<file path="src/inc/wdtc_pkg.sv">
// watchdog timer package: register map, config word layout, timing counts
// assumes a single 200 MHz core clock and a plain strobe register port
package wdtc_pkg;

   // core clock and low-power rc oscillator rates
   localparam int unsigned CORE_CLK_HZ       = 200_000_000;
   localparam int unsigned LOW_POWER_RC_OSC_HZ           = 32_000;
   localparam int unsigned LOW_POWER_RC_OSC_DIV          = CORE_CLK_HZ / LOW_POWER_RC_OSC_HZ;

   // prescaler periods in microseconds and the oscillator ticks they take
   localparam int unsigned PRE_PERIOD_SHORT_US = 1000;
   localparam int unsigned PRE_PERIOD_LONG_US  = 4000;
   localparam int unsigned PRE_TICKS_SHORT   = PRE_PERIOD_SHORT_US * LOW_POWER_RC_OSC_HZ / 1_000_000;
   localparam int unsigned PRE_TICKS_LONG    = PRE_PERIOD_LONG_US * LOW_POWER_RC_OSC_HZ / 1_000_000;
   localparam int unsigned PRE_W             = 7;
   localparam int unsigned POST_W            = 16;
   localparam int unsigned POST_SEL_W        = 4;

   // register port
   localparam int unsigned ADDR_W            = 8;
   localparam int unsigned DATA_W            = 32;
   localparam logic [7:0]  OFS_CONFIG        = 8'h00;
   localparam logic [7:0]  OFS_RESET_CTRL    = 8'h04;
   localparam logic [7:0]  OFS_IRQ_STATUS    = 8'h08;
   localparam logic [7:0]  OFS_IRQ_CLEAR     = 8'h0C;
   localparam logic [7:0]  OFS_IRQ_ENABLE    = 8'h10;
   localparam logic [7:0]  OFS_COUNT         = 8'h14;

   // configuration word layout
   localparam int unsigned CFG_W             = 24;
   localparam int unsigned CFG_POST_LSB      = 0;
   localparam int unsigned CFG_PRESEL_BIT    = 4;
   localparam int unsigned CFG_WINDOW_MODE_DISABLE_BIT    = 6;
   localparam int unsigned CFG_EN_BIT        = 7;
   localparam logic [23:0] CFG_IMPL_MASK     = 24'h00_00DF;
   localparam logic [23:0] CFG_UNPROG        = 24'hFF_FFFF;

   // reset control register bits
   localparam int unsigned RC_IDLE_BIT       = 2;
   localparam int unsigned RC_SLEEP_BIT      = 3;
   localparam int unsigned RC_TIMEOUT_BIT    = 4;
   localparam int unsigned RC_SOFT_EN_BIT    = 5;

   // interrupt status bits
   localparam int unsigned IRQ_W             = 2;
   localparam int unsigned IRQ_TIMEOUT_BIT   = 0;
   localparam int unsigned IRQ_WAKE_BIT      = 1;

   // power state, gray along run -> sleep -> idle
   typedef enum logic [1:0] {
      WDTC_RUN   = 2'b00,
      WDTC_SLEEP = 2'b01,
      WDTC_IDLE  = 2'b11
   } wdtc_pstate_t;

endpackage

</file>
<file path="src/design/wdtc_watchdog.sv">
// watchdog timer: low_power_rc_osc tick divider, prescaler, postscaler, config word, reset control
// assumes all event inputs are one-cycle pulses from logic on core_clk
`timescale 1ns/10ps
module wdtc_watchdog
   import wdtc_pkg::*;
#(
   parameter int unsigned LOW_POWER_RC_OSC_DIV_P = LOW_POWER_RC_OSC_DIV
) (
   // clock and reset
   input  wire logic                clk_core_placeholder_unused_never,
   input  wire logic                core_clk,
   input  wire logic                rst_b,
   // register port
   input  wire logic [ADDR_W-1:0]   reg_addr,
   input  wire logic [DATA_W-1:0]   reg_wdata,
   input  wire logic                reg_wr,
   input  wire logic                reg_rd,
   output logic      [DATA_W-1:0]   reg_rdata,
   // core events
   input  wire logic                dev_reset_in,
   input  wire logic                clk_switch_done,
   input  wire logic                power_save_instr,
   input  wire logic                power_save_idle,
   input  wire logic                clear_watchdog_instr,
   input  wire logic                wake_in,
   // outputs
   output logic                     low_power_rc_osc_en,
   output logic                     wdt_reset_out,
   output logic                     wake_out,
   output logic                     sleep_active,
   output logic                     idle_active,
   output logic                     window_mode_active,
   output logic                     irq
);

   logic [CFG_W-1:0]    cfg_reg;
   logic                cfg_prog_reg;
   logic [DATA_W-1:0]   rdata_reg;
   logic                soft_en_reg;
   logic                timeout_flag_reg;
   logic                sleep_bit_reg;
   logic                idle_bit_reg;
   logic [IRQ_W-1:0]    irq_stat_reg;
   logic [IRQ_W-1:0]    irq_en_reg;
   logic                irq_reg;
   logic [12:0]         low_power_rc_osc_cnt_reg;
   logic [PRE_W-1:0]    pre_cnt_reg;
   logic [POST_W-1:0]   post_cnt_reg;
   logic                low_power_rc_osc_en_reg;
   logic                wdt_reset_reg;
   logic                wake_reg;
   logic                window_reg;
   logic                slp_reg;
   logic                idl_reg;
   wdtc_pstate_t        pstate_reg;
   wdtc_pstate_t        pstate_next;

   // a shorter divider for simulation must still fit the counter
   localparam logic [12:0] LOW_POWER_RC_OSC_LAST = 13'(LOW_POWER_RC_OSC_DIV_P - 1);

   function automatic logic [PRE_W-1:0] pre_last(input logic long_sel);
      pre_last = long_sel ? PRE_W'(PRE_TICKS_LONG - 1) : PRE_W'(PRE_TICKS_SHORT - 1);
   endfunction

   function automatic logic [POST_W-1:0] post_last(input logic [POST_SEL_W-1:0] sel);
      post_last = (POST_W'(1) << sel) - POST_W'(1);
   endfunction

   function automatic logic wr_hit(input logic [ADDR_W-1:0] ofs);
      wr_hit = reg_wr && (reg_addr == ofs);
   endfunction

   logic                    cfg_en;
   logic                    cfg_presel;
   logic                    cfg_window_mode_disable;
   logic [POST_SEL_W-1:0]   cfg_post;
   logic                    wdt_en;
   logic                    dev_any_reset;
   logic                    lp_entry;
   logic                    lp_exit;
   logic                    in_lp;
   logic                    cnt_clear;
   logic                    low_power_rc_osc_tick;
   logic                    pre_tick;
   logic                    timeout_hit;
   logic                    rc_write;

   assign cfg_en        = cfg_reg[CFG_EN_BIT];
   assign cfg_presel    = cfg_reg[CFG_PRESEL_BIT];
   assign cfg_window_mode_disable    = cfg_reg[CFG_WINDOW_MODE_DISABLE_BIT];
   assign cfg_post      = cfg_reg[CFG_POST_LSB +: POST_SEL_W];
   assign wdt_en        = cfg_en | soft_en_reg;
   assign dev_any_reset = dev_reset_in | wdt_reset_reg;
   assign in_lp         = (pstate_reg != WDTC_RUN);
   assign lp_entry      = power_save_instr && !in_lp;
   assign lp_exit       = in_lp && (wake_in || timeout_hit);
   assign rc_write      = wr_hit(OFS_RESET_CTRL);

   // every documented clearing event zeroes the whole chain
   assign cnt_clear = dev_any_reset
                    | clk_switch_done
                    | lp_entry
                    | (in_lp && wake_in)
                    | (clear_watchdog_instr && !in_lp)
                    | !wdt_en;

   assign low_power_rc_osc_tick   = wdt_en && (low_power_rc_osc_cnt_reg == LOW_POWER_RC_OSC_LAST);
   assign pre_tick    = low_power_rc_osc_tick && (pre_cnt_reg == pre_last(cfg_presel));
   // a clearing event in the same cycle wins over the expiry; counting goes on in sleep/idle
   assign timeout_hit = pre_tick && (post_cnt_reg == post_last(cfg_post)) && !cnt_clear;

   // oscillator tick divider
   always_ff @(posedge core_clk) begin
      if (!rst_b || cnt_clear || low_power_rc_osc_tick) begin
         low_power_rc_osc_cnt_reg <= 13'h0000;
      end else begin
         low_power_rc_osc_cnt_reg <= low_power_rc_osc_cnt_reg + 13'h0001;
      end
   end

   // prescaler and postscaler
   always_ff @(posedge core_clk) begin
      if (!rst_b || cnt_clear || timeout_hit) begin
         pre_cnt_reg  <= '0;
         post_cnt_reg <= '0;
      end else if (pre_tick) begin
         pre_cnt_reg  <= '0;
         post_cnt_reg <= post_cnt_reg + POST_W'(1);
      end else if (low_power_rc_osc_tick) begin
         pre_cnt_reg  <= pre_cnt_reg + PRE_W'(1);
      end
   end

   // power state
   always_comb begin
      pstate_next = pstate_reg;
      case (pstate_reg)
         WDTC_RUN: begin
            if (dev_reset_in) begin
               pstate_next = WDTC_RUN;
            end else if (power_save_instr) begin
               pstate_next = power_save_idle ? WDTC_IDLE : WDTC_SLEEP;
            end
         end
         WDTC_SLEEP, WDTC_IDLE: begin
            if (dev_reset_in || lp_exit) begin
               pstate_next = WDTC_RUN;
            end
         end
         default: pstate_next = WDTC_RUN;
      endcase
   end

   always_ff @(posedge core_clk) begin
      if (!rst_b) begin
         pstate_reg <= WDTC_RUN;
         slp_reg    <= 1'b0;
         idl_reg    <= 1'b0;
      end else begin
         pstate_reg <= pstate_next;
         slp_reg    <= (pstate_next == WDTC_SLEEP);
         idl_reg    <= (pstate_next == WDTC_IDLE);
      end
   end

   // timeout outcomes: reset in run, wake in sleep/idle
   always_ff @(posedge core_clk) begin
      if (!rst_b) begin
         wdt_reset_reg <= 1'b0;
         wake_reg      <= 1'b0;
      end else begin
         wdt_reset_reg <= timeout_hit && !in_lp;
         wake_reg      <= lp_exit;
      end
   end

   // configuration word, programmed once after power-on
   always_ff @(posedge core_clk) begin
      if (!rst_b) begin
         cfg_reg      <= CFG_UNPROG;
         cfg_prog_reg <= 1'b0;
      end else if (wr_hit(OFS_CONFIG) && !cfg_prog_reg) begin
         cfg_reg      <= reg_wdata[CFG_W-1:0] | ~CFG_IMPL_MASK;
         cfg_prog_reg <= 1'b1;
      end
   end

   // software enable
   always_ff @(posedge core_clk) begin
      if (!rst_b || dev_any_reset) begin
         soft_en_reg <= 1'b0;
      end else if (rc_write) begin
         soft_en_reg <= reg_wdata[RC_SOFT_EN_BIT];
      end
   end

   // sticky flags: hardware set wins, software writes zero to clear
   always_ff @(posedge core_clk) begin
      if (!rst_b) begin
         timeout_flag_reg <= 1'b0;
         sleep_bit_reg    <= 1'b0;
         idle_bit_reg     <= 1'b0;
      end else begin
         timeout_flag_reg <= timeout_hit
                           | (timeout_flag_reg && !(rc_write && !reg_wdata[RC_TIMEOUT_BIT]));
         sleep_bit_reg    <= (lp_entry && !power_save_idle)
                           | (sleep_bit_reg && !(rc_write && !reg_wdata[RC_SLEEP_BIT]));
         idle_bit_reg     <= (lp_entry && power_save_idle)
                           | (idle_bit_reg && !(rc_write && !reg_wdata[RC_IDLE_BIT]));
      end
   end

   // interrupt status, enable and output
   always_ff @(posedge core_clk) begin
      if (!rst_b) begin
         irq_stat_reg <= '0;
         irq_en_reg   <= '0;
         irq_reg      <= 1'b0;
      end else begin
         irq_stat_reg[IRQ_TIMEOUT_BIT] <= timeout_hit
            | (irq_stat_reg[IRQ_TIMEOUT_BIT] && !(wr_hit(OFS_IRQ_CLEAR) && reg_wdata[IRQ_TIMEOUT_BIT]));
         irq_stat_reg[IRQ_WAKE_BIT]    <= lp_exit
            | (irq_stat_reg[IRQ_WAKE_BIT] && !(wr_hit(OFS_IRQ_CLEAR) && reg_wdata[IRQ_WAKE_BIT]));
         if (wr_hit(OFS_IRQ_ENABLE)) begin
            irq_en_reg <= reg_wdata[IRQ_W-1:0];
         end
         irq_reg <= |(irq_stat_reg & irq_en_reg);
      end
   end

   // oscillator enable and window mode outputs
   always_ff @(posedge core_clk) begin
      if (!rst_b) begin
         low_power_rc_osc_en_reg <= 1'b0;
         window_reg  <= 1'b0;
      end else begin
         low_power_rc_osc_en_reg <= wdt_en;
         window_reg  <= !cfg_window_mode_disable && cfg_en;
      end
   end

   // read data, valid the cycle after the read strobe
   always_ff @(posedge core_clk) begin
      if (!rst_b) begin
         rdata_reg <= '0;
      end else if (reg_rd) begin
         case (reg_addr)
            OFS_CONFIG:     rdata_reg <= DATA_W'(cfg_reg | ~CFG_IMPL_MASK);
            OFS_RESET_CTRL: rdata_reg <= DATA_W'({soft_en_reg, timeout_flag_reg,
                                                  sleep_bit_reg, idle_bit_reg, 2'b00});
            OFS_IRQ_STATUS: rdata_reg <= DATA_W'(irq_stat_reg);
            OFS_IRQ_ENABLE: rdata_reg <= DATA_W'(irq_en_reg);
            OFS_COUNT:      rdata_reg <= {post_cnt_reg, 1'b0, pre_cnt_reg, 6'h00, wdt_en, cfg_prog_reg};
            default:        rdata_reg <= '0;
         endcase
      end else begin
         rdata_reg <= '0;
      end
   end

   assign reg_rdata           = rdata_reg;
   assign low_power_rc_osc_en = low_power_rc_osc_en_reg;
   assign wdt_reset_out       = wdt_reset_reg;
   assign wake_out            = wake_reg;
   assign sleep_active        = slp_reg;
   assign idle_active         = idl_reg;
   assign window_mode_active  = window_reg;
   assign irq                 = irq_reg;
endmodule

</file>
<file path="config.mk">
export PLATFORM = sky130hd
export DESIGN_NAME = wdtc_watchdog
export DESIGN_NICKNAME = d
export VERILOG_FILES = /design/src/inc/wdtc_pkg.sv /design/src/design/wdtc_watchdog.sv
export SDC_FILE = /design/constraint.sdc
export NUM_CORES = 1
export LEC_CHECK = 0
export BUFFER_PORTS_ARGS = -buffer_cell sky130_fd_sc_hd__buf_2
export CAP_MARGIN = 40
export CORE_ASPECT_RATIO = 1.5
export CORE_MARGIN = 4
export CORE_UTILIZATION = 40
export CTS_BUF_LIST = sky130_fd_sc_hd__clkbuf_4 sky130_fd_sc_hd__clkbuf_8 sky130_fd_sc_hd__clkbuf_16
export CTS_CLUSTER_DIAMETER = 100
export DETAILED_ROUTE_END_ITERATION = 10
export GPL_ROUTABILITY_DRIVEN = 0
export HOLD_SLACK_MARGIN = 0.12
export PLACE_DENSITY_LB_ADDON = 0.15
export SLEW_MARGIN = 20
export SYNTH_ARGS = -nofsm -noshare
export SYNTH_HDL_FRONTEND = slang
export SYNTH_SLANG_ARGS = --single-unit
</file>
<file path="constraint.sdc">
create_clock -name core_clk -period 3.46 [get_ports core_clk]
set_input_delay 0.173 -clock core_clk [delete_from_list [all_inputs] [get_ports core_clk]]
set_output_delay 0.173 -clock core_clk [all_outputs]
set_load 0.01 [all_outputs]
</file>
== Yosys cells after proc, flatten, opt, wreduce, memory -nomap -nowiden ==
Index checks and enable logic that the tools add are counted.
Storage, ports and cells
  flip-flop bits (word level): 93
  output and inout port bits: 39
Operators by class
  reduce and logical (&&, ||, !) cells: 55
  $add $sub $neg: 4
  shift operators: 1
  mux-type cells: 7
  bitwise gates (word level): 13
  equality and inequality tests: 12
Operators by type and width (count)
  32-bit case mux with 5 select lines: 1
  1-bit logical AND: 27
  16-bit by 1-bit adder with 16-bit output (second input constant): 1
  16-bit equality test: 1
  8-bit by 4-bit equality test with 1-bit output (second input constant): 2
  8-bit by 5-bit equality test with 1-bit output (second input constant): 2
  1-bit by 4-bit << shifter with 16-bit output (first input constant): 1
  16-bit by 2-bit subtractor with 16-bit output (second input constant): 1
  1-bit zero test: 15
  13-bit by 1-bit adder with 13-bit output (second input constant): 1
  13-bit equality test (second input constant): 1
  1-bit OR: 12
  8-bit by 3-bit equality test with 1-bit output (second input constant): 1
  8-bit zero test: 1
  2-bit 2-to-1 mux: 4
  7-bit by 1-bit adder with 7-bit output (second input constant): 1
  7-bit equality test: 1
  7-bit 2-to-1 mux: 1
  1-bit logical OR: 6
  2-bit OR reduction: 3
  2-bit by 1-bit equality test with 1-bit output (second input constant): 2
  2-bit equality test (second input constant): 2
  2-bit case mux with 2 select lines: 1
  2-bit AND: 1
  other kinds (3): 3

== Longest topological paths before layout ==
  depth after elaboration: 15
  gate-level depth with buffers: 13
  gate-level depth less buffers: 9

== Worst setup path before layout ==
No wires, ideal clock.
  kind: register to register
  from: register cfg_reg[0]
  to: register post_cnt_reg[10]
  required time: 3328 ps
  library setup time: 132 ps
  stages on the path, launching flop included: 13
  arrival: 3067 ps
  slack: 261 ps
  cell sequence: dfxtp_1 -> clkbuf_1 -> clkbuf_1 -> nand2b_1 -> ha_1 -> clkbuf_1 -> clkbuf_1 -> o211ai_1 -> o211ai_1 -> or4bb_1 -> nor4_4 -> buf_6 -> nor3_1
On the way
  cells in the longest elaborated chain, start to end: 6
Ends and longest elaborated chain
  from (decl): line wdtc_watchdog.sv:36  | logic [CFG_W-1:0] cfg_reg;
  from (signal assigned): line wdtc_watchdog.sv:183  | cfg_reg <= reg_wdata[CFG_W-1:0] | ~CFG_IMPL_MASK;
  1-bit by 4-bit << shifter with 16-bit output: line wdtc_watchdog.sv:66  | post_last = (POST_W'(1) << sel) - POST_W'(1);
  16-bit by 2-bit subtractor with 16-bit output: line wdtc_watchdog.sv:66
  16-bit equality test: line wdtc_watchdog.sv:110  | assign timeout_hit = pre_tick && (post_cnt_reg == post_last(cfg_post)) && !cnt_clear;
  1-bit logical AND (2 in a row): line wdtc_watchdog.sv:110
  1-bit logical OR: line wdtc_watchdog.sv:123  | if (!rst_b || cnt_clear || timeout_hit) begin
  to (signal assigned): line wdtc_watchdog.sv:128  | post_cnt_reg <= post_cnt_reg + POST_W'(1);
  to (decl): line wdtc_watchdog.sv:48  | logic [POST_W-1:0] post_cnt_reg;
Every way passes these cells.
A chain may end at the register's enable or synchronous reset.

== Worst setup path in the final report ==
  from: register cfg_reg[1]
  to: register post_cnt_reg[0]
Same word-level chain as after synthesis.

==> results.toml <==
[route]
vias = 3834
wl_per_cell_um = 14.3
met2_length_um = 5290
drc = 0
drtAntennaViolNets = 0
met3WireLength_um = 401
drt_iter0_drc = 189
met1_length_um = 4440
via_per_inst = 5.25
wl_um = 10500
drt_first_pass_iters = 4
maxUsedRoutingLayer = "met4"

[clocking]
postCtsSetupRepairBufs = 0
cts_max_path_buffers = 2
cts.clk_slew.worst_paths_ns = 0.06
h-tree-depth = 3
cts_tree = "done"
hold_buffers = 8
clock_sink_count = 93
cts_buffers = 9
cts_root_buf = "clkbuf_16"
cts-resized-gates = 0
clkLatencyLatePin_ns = 0.34

[setup_path]
worst_path_most_repeated_cell = "nor3_1"
critical_path.max_stage_delay_ns = 0.61
crit_type = "flip-flop to flip-flop"
reg2regPathDepth = 10
path_max_fanout = 15
critPathRequiredTime_ns = 3.68
r2r_start = "cfg_reg[1]$_SDFFE_PN1P_"
slowest_stage = "or4bb_1"
start_kind = "flip-flop"
worstPathCellList = "nor3_1 -> nand2b_1 -> ha_1 -> nand4bb_1 -> or3_1 -> o211ai_1 -> or4bb_1 -> nor4_4 -> buf_4 -> nor3_1"
arrival_ns = 3.39
reg2reg_to = "post_cnt_reg[0]$_SDFFE_PP0P_"
worstSetupEndpointType = "flip-flop"
reg2reg_slack_ns = 0.29

[global_routing]
grt_max_degree = 29
grt_antenna_before_repair = 0
grt_pass1_wl_um = 17700
grt_usage_pct = 17.4
grt_overflow = 0
grt_pass1_vias = 3704

[synth]
avgSynthCellArea_um2 = 8.49
ys_ff_latch = 93
synthArstFlopShare_pct = 0
ys_seq_area_share_pct = 42.3
syn_nets = 574
yosys_warnings = 0
ys.flop_type = "dfxtp_1"
syn_inst = 518
synth_edf_count = 0
synth_area_mm2 = 0.00440
synth_cell_types = 62

[floorplanning]
core_area_mm2 = 0.0106
fp.dieW_um = 93.6
io_pins = 90
die_h_um = 136
core.rowCount = 46
start_util_pct = 41.3
die-area_mm2 = 0.0128

[layout]
fill_cells = 1069
n_antenna_cell = 0
final_cell_mix = "dfxtp_1, nand2_1, buf_2"
fin_cells = 730
largest_register_ffs = 32
fin_nets = 637
multi_input_area_mm2 = 0.00235
regArea_mm2 = 0.00186
layout-area-overhead-vs-synth_pct = 18.3
drive_above_1_share_pct = 16.9
final_area_mm2 = 0.00520
final_common_cell = "dfxtp_1"

[power]
ir_drop_uv = 230
intPower_uw = 1600
p_leak_uw = 0.00224
swShare_pct = 21.9
switchingPower_uw = 449
power_per_cell_area_mw_per_mm2 = 395
pwr-share-clk_pct = 44.4
combPwrFrac_pct = 3.0
seq_power_share_pct = 52.6

[place]
placed_cell_area_mm2 = 0.00484
dp.cells = 706
io_buffers = 64
dp_hpwl_um = 7780

[flow_run]
cap_violations = 0

[sta]
layout_min_cycle_time_ns = 3.17
relSlewSlack_pct = 59.4
drv_slew = 0
tightest_slew_ns = 0.605
setup_viol = 0
tns_ns = 0
hold-worst-slack_ns = 0.120
finalCritPeriodShare_pct = 91.5
max_freq_mhz = 316
finClkSkew_ns = 0.00650
hold_violations = 0
rsz0062_at_grt = "no"

[hold_path]
hold_start = "wake_in"
worstHoldPathCells = 3
hp-class = "input port to flip-flop"
hold_end = "wake_out$_SDFF_PN0_"

[outcome]
status = "finished clean"
-- layer usage --
| metal | global-route usage, % | vias up |
|---|---|---|
| met5 | 0 | - |
| li1 | - | 1947 |
| met2 | 29.6 | 92 |
| met1 | 20.9 | 1773 |
| met4 | 9.24 | 0 |
| met3 | 2.49 | 22 |
-- Yosys cell counts, types with 3 or more instances --
cell type	n	area [um^2]
a211oi_1	4	30.0
a21o_1	5	37.5
a21oi_1	8	40.0
a221oi_1	3	26.3
a22o_1	3	26.3
a22oi_1	3	22.5
and2_1	4	25.0
and3_1	14	87.6
and4_1	7	61.3
clkbuf_1	25	93.8
dfxtp_1	93	1860
ha_1	5	62.6
inv_1	13	48.8
mux2i_1	15	150
nand2_1	86	323
nand2b_1	9	56.3
nand3_1	19	95.1
nand4_1	9	56.3
nand4b_1	3	26.3
nor2_1	45	169
nor2b_1	4	25.0
nor3_1	25	125
nor4_1	6	37.5
nor4b_1	4	35.0
o211ai_1	5	37.5
o21a_1	3	22.5
o21ai_0	11	55.1
o31ai_1	4	30.0
or4_1	4	30.0
xnor2_1	19	166
xor2_1	18	158
-- cell families after synthesis --
group                      synth area share (%)
AOI/OAI and AO/OA                          11.4
and+or+nand+nor                            29.9
xor gates and xnor gates                   7.37
buffers and inverters                      4.15
adders and majority gates                  1.42
muxes                                      3.41
DFF                                        42.3
-- worst max-delay path by stage --
stage | start | end | slack, ns
floorplan | cfg_reg[0]$_SDFFE_PN1P_ | post_cnt_reg[10]$_SDFFE_PP0P_ | 0.26
CTS | cfg_reg[1]$_SDFFE_PN1P_ | post_cnt_reg[0]$_SDFFE_PP0P_ | 0.26
global route | cfg_reg[1]$_SDFFE_PN1P_ | post_cnt_reg[12]$_SDFFE_PP0P_ | 0.03
detailed placement | cfg_reg[1]$_SDFFE_PN1P_ | pstate_reg[0]$_SDFF_PN0_ | 0.29
finish | cfg_reg[1]$_SDFFE_PN1P_ | post_cnt_reg[0]$_SDFFE_PP0P_ | 0.29
global placement | cfg_reg[1]$_SDFFE_PN1P_ | post_cnt_reg[5]$_SDFFE_PP0P_ | 0.28
-- worst max-delay path, delay by kind of cell, from the launching register on --
| kind | cells | cell delay, ns |
|---|---|---|
| compound gates | 1 | 0.10 |
| simple gates | 7 | 2.15 |
| flops | 1 | 0.31 |
| fa+ha+maj | 1 | 0.23 |
| buf+inv | 1 | 0.25 |
-- metrics by stage --
step	total power, uW	utilization, %	setup slack, ns
after floorplan	1130	-	0.261
after global placement	1160	45.5	0.285
after detailed placement	1160	45.5	0.285
after CTS	2080	48.8	0.259
after global routing	2130	48.8	0.0347
final	2050	48.8	0.293
-- final cells by class --
cell class	instances	share of cell area [%]
inverter	14	1.01
timing repair buffer	82	9.14
clock buffer	10	4.48
sequential	93	35.8
tap	144	3.46
multi-input combinational	381	45.2
clock inverter	6	0.866
-- power groups by stage --
stage | Sequential, uW | Combinational [uW] | Clock, uW
after floorplan | 1100 | 26.5 | 0
after global placement | 1100 | 54.5 | 0
after detailed placement | 1100 | 55.4 | 0
after CTS | 1080 | 62.7 | 941
after global routing | 1080 | 69.0 | 984
final | 1080 | 62.3 | 911
(Power assumes the default switching activity.)
